===== src/shared/accel_irq_pkg.sv =====
// Register map, field positions and encodings of the interrupt routing block
package accel_irq_pkg;
	// Register offsets on the internal register port
	localparam logic [7:0] ADDR_EVENT_SOURCE   = 8'h0a;
	localparam logic [7:0] ADDR_LATCH_CLEAR    = 8'h17;
	localparam logic [7:0] ADDR_CONTROL_ONE    = 8'h18;
	localparam logic [7:0] ADDR_LATENCY_TIME   = 8'h1d;
	localparam logic [7:0] ADDR_SECOND_WINDOW  = 8'h1e;

	// Reset values
	localparam logic [7:0] RST_EVENT_SOURCE    = 8'h00;
	localparam logic [1:0] RST_LATCH_CLEAR     = 2'h0;
	localparam logic [7:0] RST_CONTROL_ONE     = 8'h00;
	localparam logic [7:0] RST_LATENCY_TIME    = 8'h01;
	localparam logic [7:0] RST_SECOND_WINDOW   = 8'h00;
	localparam logic [7:0] ZERO_BYTE           = 8'h00;

	// Control one fields
	localparam int CTL_SWAP_BIT                = 0;
	localparam int CTL_ASSIGN_LO               = 1;
	localparam int CTL_ASSIGN_HI               = 2;

	// Latch clear fields
	localparam int CLR_FIRST_BIT               = 0;
	localparam int CLR_SECOND_BIT              = 1;

	// Event source fields
	localparam int SRC_FIRST_FLAG              = 0;
	localparam int SRC_SECOND_FLAG             = 1;
	localparam int SRC_PULSE_Z                 = 2;
	localparam int SRC_PULSE_Y                 = 3;
	localparam int SRC_PULSE_X                 = 4;
	localparam int SRC_LEVEL_Z                 = 5;
	localparam int SRC_LEVEL_Y                 = 6;
	localparam int SRC_LEVEL_X                 = 7;

	// Interrupt assignment encodings
	typedef enum logic [1:0] {
		ASSIGN_LEVEL_PULSE = 2'b00,
		ASSIGN_PULSE_LEVEL = 2'b01,
		ASSIGN_SINGLE_DBL  = 2'b10,
		ASSIGN_RESERVED    = 2'b11
	} irq_assign_e;
endpackage


===== src/rtl/accel_irq_routing_latch.sv =====
// Interrupt assignment, latching, clearing and source reporting of the accelerometer
`timescale 1ns/100ps
`default_nettype none

module accel_irq_routing_latch (
	input  wire logic       i_sys_clk,
	input  wire logic       i_resetn,
	input  wire logic [7:0] i_reg_addr,
	input  wire logic       i_reg_wr,
	input  wire logic [7:0] i_reg_wdata,
	input  wire logic       i_reg_rd,
	input  wire logic       i_level_event_x,
	input  wire logic       i_level_event_y,
	input  wire logic       i_level_event_z,
	input  wire logic       i_first_pulse_x,
	input  wire logic       i_first_pulse_y,
	input  wire logic       i_first_pulse_z,
	input  wire logic       i_double_pulse,
	output logic      [7:0] o_reg_rdata,
	output logic            o_first_irq_line,
	output logic            o_second_irq_line,
	output logic            o_detect_restart
);
	import accel_irq_pkg::*;

	logic [7:0]  control_one_config;
	logic [1:0]  latch_reset_reg;
	logic [7:0]  latency_time;
	logic [7:0]  second_pulse_window;
	logic [5:0]  axis_events;
	logic        first_flag;
	logic        second_flag;
	irq_assign_e irq_assign_sel;
	logic        irq_output_swap;
	logic        clear_first_flag;
	logic        clear_second_flag;
	logic        level_any;
	logic        single_any;
	logic        double_only;
	logic        first_event;
	logic        second_event;
	logic        first_clear;
	logic        second_clear;

	// Event selected for a flag under the given assignment
	function automatic logic pick_event(input irq_assign_e sel, input logic second,
			input logic level, input logic single, input logic dbl_only, input logic dbl);
		logic ev;
		ev = 1'b0;
		case (sel)
			ASSIGN_PULSE_LEVEL: ev = second ? level : single;
			ASSIGN_SINGLE_DBL:  ev = (second && dbl_only) ? dbl : single;
			default:            ev = second ? single : level;
		endcase
		return ev;
	endfunction

	// Field decode
	assign irq_assign_sel    = irq_assign_e'(control_one_config[CTL_ASSIGN_HI:CTL_ASSIGN_LO]);
	assign irq_output_swap   = control_one_config[CTL_SWAP_BIT];
	assign clear_first_flag  = latch_reset_reg[CLR_FIRST_BIT];
	assign clear_second_flag = latch_reset_reg[CLR_SECOND_BIT];
	assign level_any   = i_level_event_x | i_level_event_y | i_level_event_z;
	assign single_any  = i_first_pulse_x | i_first_pulse_y | i_first_pulse_z;
	assign double_only = (second_pulse_window != ZERO_BYTE) && (latency_time != ZERO_BYTE);

	// Event routing to the two flags
	assign first_event  = pick_event(irq_assign_sel, 1'b0, level_any, single_any, double_only, i_double_pulse);
	assign second_event = pick_event(irq_assign_sel, 1'b1, level_any, single_any, double_only, i_double_pulse);

	// Clear terms; in single/double mode only the second clear bit acts
	assign first_clear  = (irq_assign_sel == ASSIGN_SINGLE_DBL) ? clear_second_flag : clear_first_flag;
	assign second_clear = clear_second_flag;

	// Writable registers
	always_ff @(posedge i_sys_clk or negedge i_resetn) begin
		if (!i_resetn) begin
			control_one_config  <= RST_CONTROL_ONE;
			latch_reset_reg     <= RST_LATCH_CLEAR;
			latency_time        <= RST_LATENCY_TIME;
			second_pulse_window <= RST_SECOND_WINDOW;
		end else if (i_reg_wr) begin
			case (i_reg_addr)
				ADDR_CONTROL_ONE:   control_one_config <= i_reg_wdata;
				ADDR_LATCH_CLEAR:   latch_reset_reg <= i_reg_wdata[CLR_SECOND_BIT:CLR_FIRST_BIT];
				ADDR_LATENCY_TIME:  latency_time <= i_reg_wdata;
				ADDR_SECOND_WINDOW: second_pulse_window <= i_reg_wdata;
				default:            ; // Source register and unmapped writes ignored
			endcase
		end
	end

	// Interrupt flags; a held clear term keeps its flag clear
	always_ff @(posedge i_sys_clk or negedge i_resetn) begin
		if (!i_resetn) begin
			first_flag  <= 1'b0;
			second_flag <= 1'b0;
		end else begin
			if (first_clear) begin
				first_flag <= 1'b0;
			end else if (first_event) begin
				first_flag <= 1'b1;
			end
			if (second_clear) begin
				second_flag <= 1'b0;
			end else if (second_event) begin
				second_flag <= 1'b1;
			end
		end
	end

	// Per-axis source bits, cleared by any clear term that acts; an ignored clear bit leaves them
	always_ff @(posedge i_sys_clk or negedge i_resetn) begin
		if (!i_resetn) begin
			axis_events <= RST_EVENT_SOURCE[SRC_LEVEL_X:SRC_PULSE_Z];
		end else if (first_clear || second_clear) begin
			axis_events <= RST_EVENT_SOURCE[SRC_LEVEL_X:SRC_PULSE_Z];
		end else begin
			axis_events <= axis_events | {i_level_event_x, i_level_event_y, i_level_event_z,
				i_first_pulse_x, i_first_pulse_y, i_first_pulse_z};
		end
	end

	// Pin routing, straight or crossed
	always_ff @(posedge i_sys_clk or negedge i_resetn) begin
		if (!i_resetn) begin
			o_first_irq_line  <= 1'b0;
			o_second_irq_line <= 1'b0;
		end else begin
			o_first_irq_line  <= irq_output_swap ? second_flag : first_flag;
			o_second_irq_line <= irq_output_swap ? first_flag : second_flag;
		end
	end

	// Detection restart, high while the second clear bit is set in single/double mode
	always_ff @(posedge i_sys_clk or negedge i_resetn) begin
		if (!i_resetn) begin
			o_detect_restart <= 1'b0;
		end else begin
			o_detect_restart <= (irq_assign_sel == ASSIGN_SINGLE_DBL) && clear_second_flag;
		end
	end

	// Register read data, one cycle after the read strobe
	always_ff @(posedge i_sys_clk or negedge i_resetn) begin
		if (!i_resetn) begin
			o_reg_rdata <= ZERO_BYTE;
		end else if (i_reg_rd) begin
			case (i_reg_addr)
				ADDR_EVENT_SOURCE:  o_reg_rdata <= {axis_events, second_flag, first_flag};
				ADDR_LATCH_CLEAR:   o_reg_rdata <= {6'h00, latch_reset_reg};
				ADDR_CONTROL_ONE:   o_reg_rdata <= control_one_config;
				ADDR_LATENCY_TIME:  o_reg_rdata <= latency_time;
				ADDR_SECOND_WINDOW: o_reg_rdata <= second_pulse_window;
				default:            o_reg_rdata <= ZERO_BYTE;
			endcase
		end
	end

	// Checks
	AST_ASSIGN_00: assert property (@(posedge i_sys_clk) disable iff (!i_resetn)
		(irq_assign_sel == ASSIGN_LEVEL_PULSE && !first_clear && level_any) |=> first_flag)
		else $error("Level event not latched on first flag");
	AST_ASSIGN_01: assert property (@(posedge i_sys_clk) disable iff (!i_resetn)
		(irq_assign_sel == ASSIGN_PULSE_LEVEL && !second_clear && level_any) |=> second_flag)
		else $error("Level event not latched on second flag");
	AST_ASSIGN_10: assert property (@(posedge i_sys_clk) disable iff (!i_resetn)
		(irq_assign_sel == ASSIGN_SINGLE_DBL && !second_clear && !second_flag && double_only
		&& single_any && !i_double_pulse) |=> !second_flag)
		else $error("Single pulse latched while double only");
	AST_ASSIGN_11: assert property (@(posedge i_sys_clk) disable iff (!i_resetn)
		(irq_assign_sel == ASSIGN_RESERVED && !second_clear && single_any) |=> second_flag)
		else $error("Reserved assignment not treated as default");
	AST_STRAIGHT: assert property (@(posedge i_sys_clk) disable iff (!i_resetn)
		!irq_output_swap |=> (o_first_irq_line == $past(first_flag)))
		else $error("Straight routing wrong");
	AST_CROSSED: assert property (@(posedge i_sys_clk) disable iff (!i_resetn)
		irq_output_swap |=> (o_second_irq_line == $past(first_flag)) && (o_first_irq_line == $past(second_flag)))
		else $error("Crossed routing wrong");
	AST_MODE10_CLEAR: assert property (@(posedge i_sys_clk) disable iff (!i_resetn)
		(irq_assign_sel == ASSIGN_SINGLE_DBL && clear_second_flag) |=> !first_flag && !second_flag && o_detect_restart)
		else $error("Second clear did not clear both flags");
	AST_MODE10_FIRST_IGNORED: assert property (@(posedge i_sys_clk) disable iff (!i_resetn)
		(irq_assign_sel == ASSIGN_SINGLE_DBL && clear_first_flag && !clear_second_flag && first_flag) |=> first_flag)
		else $error("First clear acted in single/double mode");
	AST_CLEAR_HOLD: assert property (@(posedge i_sys_clk) disable iff (!i_resetn)
		clear_second_flag [*2] |-> !second_flag)
		else $error("Flag set while clear bit held");
	AST_SOURCE_AXES: assert property (@(posedge i_sys_clk) disable iff (!i_resetn)
		(!clear_first_flag && !clear_second_flag && i_level_event_x && i_first_pulse_z)
		|=> axis_events[SRC_LEVEL_X - SRC_PULSE_Z] && axis_events[SRC_PULSE_Z - SRC_PULSE_Z])
		else $error("Axis source bit not set");
	AST_SOURCE_FLAGS: assert property (@(posedge i_sys_clk) disable iff (!i_resetn)
		(i_reg_rd && i_reg_addr == ADDR_EVENT_SOURCE)
		|=> o_reg_rdata[SRC_FIRST_FLAG] == $past(first_flag) && o_reg_rdata[SRC_SECOND_FLAG] == $past(second_flag))
		else $error("Source flag bits wrong");
	AST_SOURCE_RO: assert property (@(posedge i_sys_clk) disable iff (!i_resetn)
		(i_reg_wr && i_reg_addr == ADDR_EVENT_SOURCE) |=> $stable(control_one_config) && $stable(latch_reset_reg))
		else $error("Write to source register changed state");
	AST_PIN_HIGH: assert property (@(posedge i_sys_clk) disable iff (!i_resetn)
		(first_flag && second_flag) |=> o_first_irq_line && o_second_irq_line)
		else $error("Pin low while event latched");
	AST_WINDOW_SELECT: assert property (@(posedge i_sys_clk) disable iff (!i_resetn)
		(irq_assign_sel == ASSIGN_SINGLE_DBL && second_pulse_window == ZERO_BYTE && !second_clear && single_any)
		|=> second_flag)
		else $error("Zero window did not select single pulse");

	// Register port: writes land, reads return the stored value
	AST_CTRL_WRITE: assert property (@(posedge i_sys_clk) disable iff (!i_resetn)
		(i_reg_wr && i_reg_addr == ADDR_CONTROL_ONE) |=> control_one_config == $past(i_reg_wdata))
		else $error("Control write not stored");
	AST_CLEAR_WRITE: assert property (@(posedge i_sys_clk) disable iff (!i_resetn)
		(i_reg_wr && i_reg_addr == ADDR_LATCH_CLEAR) |=> latch_reset_reg == $past(i_reg_wdata[CLR_SECOND_BIT:CLR_FIRST_BIT]))
		else $error("Clear write not stored");
	AST_WINDOW_WRITE: assert property (@(posedge i_sys_clk) disable iff (!i_resetn)
		(i_reg_wr && i_reg_addr == ADDR_SECOND_WINDOW) |=> second_pulse_window == $past(i_reg_wdata))
		else $error("Window write not stored");
	AST_LATENCY_WRITE: assert property (@(posedge i_sys_clk) disable iff (!i_resetn)
		(i_reg_wr && i_reg_addr == ADDR_LATENCY_TIME) |=> latency_time == $past(i_reg_wdata))
		else $error("Latency write not stored");
	AST_CTRL_READ: assert property (@(posedge i_sys_clk) disable iff (!i_resetn)
		(i_reg_rd && i_reg_addr == ADDR_CONTROL_ONE) |=> o_reg_rdata == $past(control_one_config))
		else $error("Control read wrong");
	AST_WINDOW_READ: assert property (@(posedge i_sys_clk) disable iff (!i_resetn)
		(i_reg_rd && i_reg_addr == ADDR_SECOND_WINDOW) |=> o_reg_rdata == $past(second_pulse_window))
		else $error("Window read wrong");
	AST_LATENCY_READ: assert property (@(posedge i_sys_clk) disable iff (!i_resetn)
		(i_reg_rd && i_reg_addr == ADDR_LATENCY_TIME) |=> o_reg_rdata == $past(latency_time))
		else $error("Latency read wrong");
	AST_SOURCE_AXES_READ: assert property (@(posedge i_sys_clk) disable iff (!i_resetn)
		(i_reg_rd && i_reg_addr == ADDR_EVENT_SOURCE) |=> o_reg_rdata[SRC_LEVEL_X:SRC_PULSE_Z] == $past(axis_events))
		else $error("Source axis bits read wrong");
	AST_RDATA_HOLD: assert property (@(posedge i_sys_clk) disable iff (!i_resetn)
		!i_reg_rd |=> $stable(o_reg_rdata))
		else $error("Read data changed without a read");
	AST_SOURCE_RO_EVENTS: assert property (@(posedge i_sys_clk) disable iff (!i_resetn)
		(i_reg_wr && i_reg_addr == ADDR_EVENT_SOURCE && !first_clear && !second_clear)
		|=> (axis_events & $past(axis_events)) == $past(axis_events))
		else $error("Write to source register lost an event");

	// Routing of each event type to the other flag
	AST_ASSIGN_00_SECOND: assert property (@(posedge i_sys_clk) disable iff (!i_resetn)
		(irq_assign_sel == ASSIGN_LEVEL_PULSE && !second_clear && single_any) |=> second_flag)
		else $error("Pulse event not latched on second flag");
	AST_ASSIGN_01_FIRST: assert property (@(posedge i_sys_clk) disable iff (!i_resetn)
		(irq_assign_sel == ASSIGN_PULSE_LEVEL && !first_clear && single_any) |=> first_flag)
		else $error("Pulse event not latched on first flag");
	AST_ASSIGN_10_FIRST: assert property (@(posedge i_sys_clk) disable iff (!i_resetn)
		(irq_assign_sel == ASSIGN_SINGLE_DBL && !first_clear && single_any) |=> first_flag)
		else $error("Single pulse not latched on first flag");
	AST_ASSIGN_10_DOUBLE: assert property (@(posedge i_sys_clk) disable iff (!i_resetn)
		(irq_assign_sel == ASSIGN_SINGLE_DBL && !second_clear && double_only && i_double_pulse) |=> second_flag)
		else $error("Double pulse not latched on second flag");
	AST_ASSIGN_11_FIRST: assert property (@(posedge i_sys_clk) disable iff (!i_resetn)
		(irq_assign_sel == ASSIGN_RESERVED && !first_clear && level_any) |=> first_flag)
		else $error("Reserved assignment lost level event");

	// Clearing, holding and keeping the flags
	AST_CLEAR_FIRST: assert property (@(posedge i_sys_clk) disable iff (!i_resetn)
		(irq_assign_sel != ASSIGN_SINGLE_DBL && clear_first_flag) |=> !first_flag)
		else $error("First clear did not clear first flag");
	AST_CLEAR_SECOND: assert property (@(posedge i_sys_clk) disable iff (!i_resetn)
		clear_second_flag |=> !second_flag)
		else $error("Second clear did not clear second flag");
	AST_KEEP_FIRST: assert property (@(posedge i_sys_clk) disable iff (!i_resetn)
		(!first_clear && first_flag) |=> first_flag)
		else $error("First flag lost without a clear");
	AST_KEEP_SECOND: assert property (@(posedge i_sys_clk) disable iff (!i_resetn)
		(!second_clear && second_flag) |=> second_flag)
		else $error("Second flag lost without a clear");
	AST_CLEAR_HOLD_FIRST: assert property (@(posedge i_sys_clk) disable iff (!i_resetn)
		(clear_first_flag && irq_assign_sel != ASSIGN_SINGLE_DBL) [*2] |-> !first_flag)
		else $error("First flag set while clear bit held");
	AST_SOURCE_CLEARED: assert property (@(posedge i_sys_clk) disable iff (!i_resetn)
		(first_clear || second_clear) |=> axis_events == RST_EVENT_SOURCE[SRC_LEVEL_X:SRC_PULSE_Z])
		else $error("Axis source bits not cleared");
	AST_MODE10_SOURCE_KEPT: assert property (@(posedge i_sys_clk) disable iff (!i_resetn)
		(irq_assign_sel == ASSIGN_SINGLE_DBL && clear_first_flag && !clear_second_flag)
		|=> (axis_events & $past(axis_events)) == $past(axis_events))
		else $error("Ignored first clear changed source bits");
	AST_RESTART_ONLY_MODE10: assert property (@(posedge i_sys_clk) disable iff (!i_resetn)
		(irq_assign_sel != ASSIGN_SINGLE_DBL || !clear_second_flag) |=> !o_detect_restart)
		else $error("Restart raised without a second clear");

	// Pins follow the latched flags
	AST_PIN_FIRST_HIGH: assert property (@(posedge i_sys_clk) disable iff (!i_resetn)
		(first_flag && !irq_output_swap) |=> o_first_irq_line)
		else $error("First pin low while first flag latched");
	AST_PIN_LOW_CLEARED: assert property (@(posedge i_sys_clk) disable iff (!i_resetn)
		(!first_flag && !second_flag) |=> !o_first_irq_line && !o_second_irq_line)
		else $error("Pin high with no flag latched");
endmodule

`default_nettype wire


===== config.mk =====
export PLATFORM = sky130hd
export DESIGN_NAME = accel_irq_routing_latch
export DESIGN_NICKNAME = d
export VERILOG_FILES = /design/src/shared/accel_irq_pkg.sv /design/src/rtl/accel_irq_routing_latch.sv
export SDC_FILE = /design/constraint.sdc
export NUM_CORES = 1
export LEC_CHECK = 0
export BUFFER_PORTS_ARGS = -buffer_cell sky130_fd_sc_hd__buf_2
export CAP_MARGIN = 0
export CORE_UTILIZATION = 55
export CTS_CLUSTER_SIZE = 30
export DETAILED_ROUTE_END_ITERATION = 8
export GPL_TIMING_DRIVEN = 0
export PLACE_DENSITY_LB_ADDON = 0.3
export SYNTH_ARGS = -nofsm -noshare
export SYNTH_HDL_FRONTEND = slang
export SYNTH_SLANG_ARGS = --single-unit
export TNS_END_PERCENT = 5

===== constraint.sdc =====
create_clock -name i_sys_clk -period 1.46 [get_ports i_sys_clk]
set_input_delay 0.073 -clock i_sys_clk [delete_from_list [all_inputs] [get_ports i_sys_clk]]
set_output_delay 0.073 -clock i_sys_clk [all_outputs]
set_load 0.01 [all_outputs]

After elaboration in Yosys (flattened, before gate mapping):

Index checks and enable logic that the tools add are counted.

* register bits after elaboration: 45
* input port bits: 27

* eq/ne operators: 7
* muxes and demuxes: 12
* bitwise logic cells: 5
* reductions and logical operators: 12

Operators by type and width (count)
* one-hot mux 8 bit (5 select lines): 1
* equality test 8 x 5 -> 1 bit (second input constant): 4
* nonzero test 8 bit: 2
* 2-to-1 mux 1 bit: 9
* equality test 8 x 4 -> 1 bit (second input constant): 1
* AND reduction 2 bit: 4
* 2-to-1 mux 6 bit: 1
* OR 6 bit: 1
* OR 1 bit: 4
* nonzero test 2 bit: 2
* equality test 2 x 1 -> 1 bit (second input constant): 1
* equality test 2 bit (second input constant): 1
* logical AND 1 bit: 2
* one-hot mux 1 bit (2 select lines): 1
* OR reduction 2 bit: 1
* logical OR 1 bit: 1

Depth between registers and ports, before layout:

* depth after elaboration: 6
* depth in mapped cells: 6
* gate-level depth less buffers: 6

Worst setup path before layout:

No wires, ideal clock.

* path type: input port to flip-flop
* start: input i_reg_addr[5]
* end: register second_pulse_window[0]
* arrival time: 1.468 ns
* required time: 1.335 ns
* setup slack: -0.132 ns
* stages on the path: 5
* cells stage by stage: or4b_4 > nor2_4 > and3_1 > buf_4 > mux2_2

* longest elaborated chain between the ends: 2

RTL lines
* start, declared: line accel_irq_routing_latch.sv:8 `input wire logic [7:0] i_reg_addr,`
* equality test 8 x 5 -> 1 bit: line accel_irq_routing_latch.sv:83 `case (i_reg_addr)`
* AND reduction 2 bit (no line)
* end signal, assigned: line accel_irq_routing_latch.sv:87 `ADDR_SECOND_WINDOW: second_pulse_window <= i_reg_wdata;`
* end, declared: line accel_irq_routing_latch.sv:29 `logic [7:0] second_pulse_window;`

No other way between the ends.
A chain may end at the register's enable or synchronous reset.

Final worst setup path:

* start: input i_reg_addr[5]
* end: register latency_time[1]

* longest elaborated chain between the ends: 2

RTL lines
* equality test 8 x 5 -> 1 bit: line accel_irq_routing_latch.sv:83
* AND reduction 2 bit (no line)
* end signal, assigned: line accel_irq_routing_latch.sv:86 `ADDR_LATENCY_TIME: latency_time <= i_reg_wdata;`
* end, declared: line accel_irq_routing_latch.sv:28 `logic [7:0] latency_time;`

No other way between the ends.

==> metrics.md <==
| Metric | Value |
|---|---|
| Outcome | `finished with violations` |
| Failing checks | `negative setup slack` |
| Initial core utilization | `between 50% and 60%` |
| Global placer's final weighted congestion | `0.825` |
| First-pass GRT wire length | `7740 um` |
| Top Ports | `38` |
| Vias per cell | `6.02` |
| Max stage delay cell, worst path | `or4b_4` |
| Remaining DRCs | `0` |
| Core ar. | `0.00366 mm^2` |
| CTS Buffer Depth | `2` |
| Worst path bufs/invs | `2` |
| Slew Viols, Final | `0` |
| Vias in the first global route | `1,568` |
| Initial antenna violation count | `0` |
| Max-Cap Viols | `0` |
| Final worst path period need | `1.51 ns` |
| Setup ws final | `-0.0504 ns` |
| Max Fclk | `about 0.66 GHz` |
| Final wirelength | `4840 um` |
| Die height | `63.7 um` |
| Data required time of the worst path | `1.64 ns` |
| Critical path's largest stage delay | `approximately 0.57 ns` |
| Synthesized instance count | `171` |
| Avg WL per Cell | `18.2 um` |
| Drt first pass iters | `4` |
| Clock transition at path regs | `0.08 ns` |
| Crit Path Class | `input pin to register` |
| LEAKAGE | `1.14 nW` |
| Std cell rows | `22` |
| Dominant cell type by area after synthesis | `dfrtp_1` |
| CTS Sinks | `45` |
| Critical-path cell list | `buf_2, or4b_4, nor2_4, and3_1, buf_6, mux2_2` |
| Worst Hold Depth | `2` |
| FF-to-FF Start | `latency_time[6]` |
| Layout cells sized above 1 | `38.1%` |
| Worst VDD drop | `0.828 mV` |
| Fillcell total | `roughly 280` |
| Most common cell after layout, fill and taps aside | `dfrtp_1` |
| Grt ovf | `0` |
| Synth Register Bits | `45` |
| Worst-path fanout max | `10` |
| Buffers on Ports | `36` |
| Routed Antenna Nets | `0` |
| DR vias | `approximately 1,600` |
| Total CTS buffers | `5` |
| Setup WS pre-CTS | `-0.395 ns` |
| Largest delay share family, worst path | `simple AND/OR/NAND/NOR gates` |
| Final hold violation count | `0` |
| Width of the die | `63.7 um` |
| Area Overhead vs Synth | `19.5%` |
| Most frequent cells in the layout | `44 x dfrtp_1, 36 x buf_2, 28 x mux2_2, 16 x a22o_1, 9 x nor2_1` |
| Mean post-synth cell area | `about 12 um^2` |
| Hpwl dp | `3420 um` |
| Nets@finish | `246` |
| Final cell count without fillers | `266` |
| Worst setup path end | `latency_time[1]` |
| Ant diodes | `0` |
| HP Class | `input pin to register` |
| Tcrit/Tclk final | `103%` |
| Number of setup violations in the final report | `15` |
| Clk root buf | `clkbuf_8` |
| PD cells | `1070 mW/mm^2` |
| Post-synth design cell area | `0.00209 mm^2` |
| Final design area excluding fillers | `about 0.0025 mm^2` |
| RSZ-0062 raised after global routing | `yes` |
| Critical path endpoint category | `register` |
| Area contributors post-synth | `dfrtp_1 53%, mux2_2 15%, a22o_1 6.7%, a22oi_1 2.9%, o21a_1 2.2%` |
| RR Endpoint | `second_flag` |
| Die footprint | `roughly 0.0041 mm^2` |
| Initial drt markers | `110` |
| Path depth of the worst reg2reg path | `4` |
| Hold Path Origin | `i_level_event_x` |
| Synth cell types | `30` |
| Measured slew at the worst slew-check pin | `0.956 ns` |
| Worst Skew | `0.00429 ns` |
| Startpoint types | `input pin` |
| Syn_nets | `200` |
| Post-DP Area | `0.00234 mm^2` |
| R2R setup slack | `0.05 ns` |
| CTS tree | `done` |
| Post-Route Setup TNS | `-0.485 ns` |
| Total GRT Usage | `25.7%` |
| Worst setup startpoint | `i_reg_addr[5]` |
| Worst path depth | `6` |
| Placed cell count | `255` |
| Post-synth top area share | `52.6%` |
| Worst-Skew Late Latency | `0.29 ns` |
| Syn. warnings | `0` |
| Worst EP arrival | `1.69 ns` |
| Slew margin rel. | `between 30 and 40%` |
| CTS H-tree lvls | `2` |
| Sequential-to-total area share from yosys stat | `roughly 54%` |
| Largest net degree at the start of global routing | `46` |
-- area by class of cell --
class | instances | area, um^2 | area share (%)
well taps | 48 | 60.1 | 2.40
flip-flops and latches | 45 | 1130 | 45.0
multi-input cells | 116 | 940 | 37.5
inverters | 2 | 7.51 | 0.300
plain buffers | 8 | 45.0 | 1.80
repair buffers | 39 | 208 | 8.30
clock inverters | 1 | 30.0 | 1.20
clock buffers | 7 | 86.3 | 3.45
-- Yosys cell counts (all sizes together) --
cell type and n:
nor2 11, and2 2, inv 2, buf 5, nand2b 1, ha 2
a311oi 1, a21o 1, nor4 7, a31oi 2, a22o 16, a21oi 7
mux2 28, or3 1, nand2 6, clkbuf 3, dfstp 1, nor3 4
o21a 6, and3 2, dfrtp 44, nand4 1, a22oi 8, nand3 1
or4b 1, nor2b 7, o31ai 1
-- cell families after synthesis --
| group | after synthesis | share of synthesized area (%) |
|---|---|---|
| flops | 45 | 53.8 |
| mux | 28 | 15.1 |
| buf+inv | 10 | 2.15 |
| compound gates | 42 | 15.1 |
| fa+ha+maj | 2 | 1.19 |
| simple gates | 44 | 12.7 |
-- through the flow --
stage	hold WS, ns	total power [W]	utilization [%]
after floorplan	-0.223	0.00157	-
after detailed placement	0.271	0.00172	64.0
after global routing	0.0136	0.00277	68.4
after global placement	0.249	0.00170	64.0
after CTS	0.00560	0.00266	67.6
final	0.00294	0.00268	68.4
-- what timing repair did --
action,4_1_cts,5_1_grt
endpoints found under the hold margin,44,1
gates resized for setup,0,4
setup buffers,1,0
endpoints found under the setup margin,25,26
pin swaps,1,0
hold buffers,1,1
-- worst min-delay path by stage --
| stage | endpoint | slack [ns] |
|---|---|---|
| after floorplan | axis_events[0] | -0.22 |
| final | axis_events[5] | 0.003 |
| after global placement | o_first_irq_line | 0.25 |
| after global routing | axis_events[5] | 0.01 |
| after CTS | axis_events[3] | 0.006 |
| after detailed placement | first_flag | 0.27 |
-- report_power, final --
group          switching (W)  total [W]  internal (W)
Combinational       0.000169   0.000314      0.000145
Sequential         0.0000655    0.00140       0.00133
Clock               0.000409   0.000967      0.000558
-- layer usage --
| layer | GRT usage [%] | wire, um | up-vias |
|---|---|---|---|
| met2 | 43.1 | 2490 | 51 |
| met1 | 32.4 | 2050 | 807 |
| met5 | 0 | 0 | - |
| li1 | - | - | 731 |
| met4 | 9.09 | 105 | 0 |
| met3 | 5.62 | 198 | 11 |
No activity file was read; power rests on OpenSTA's default activity.
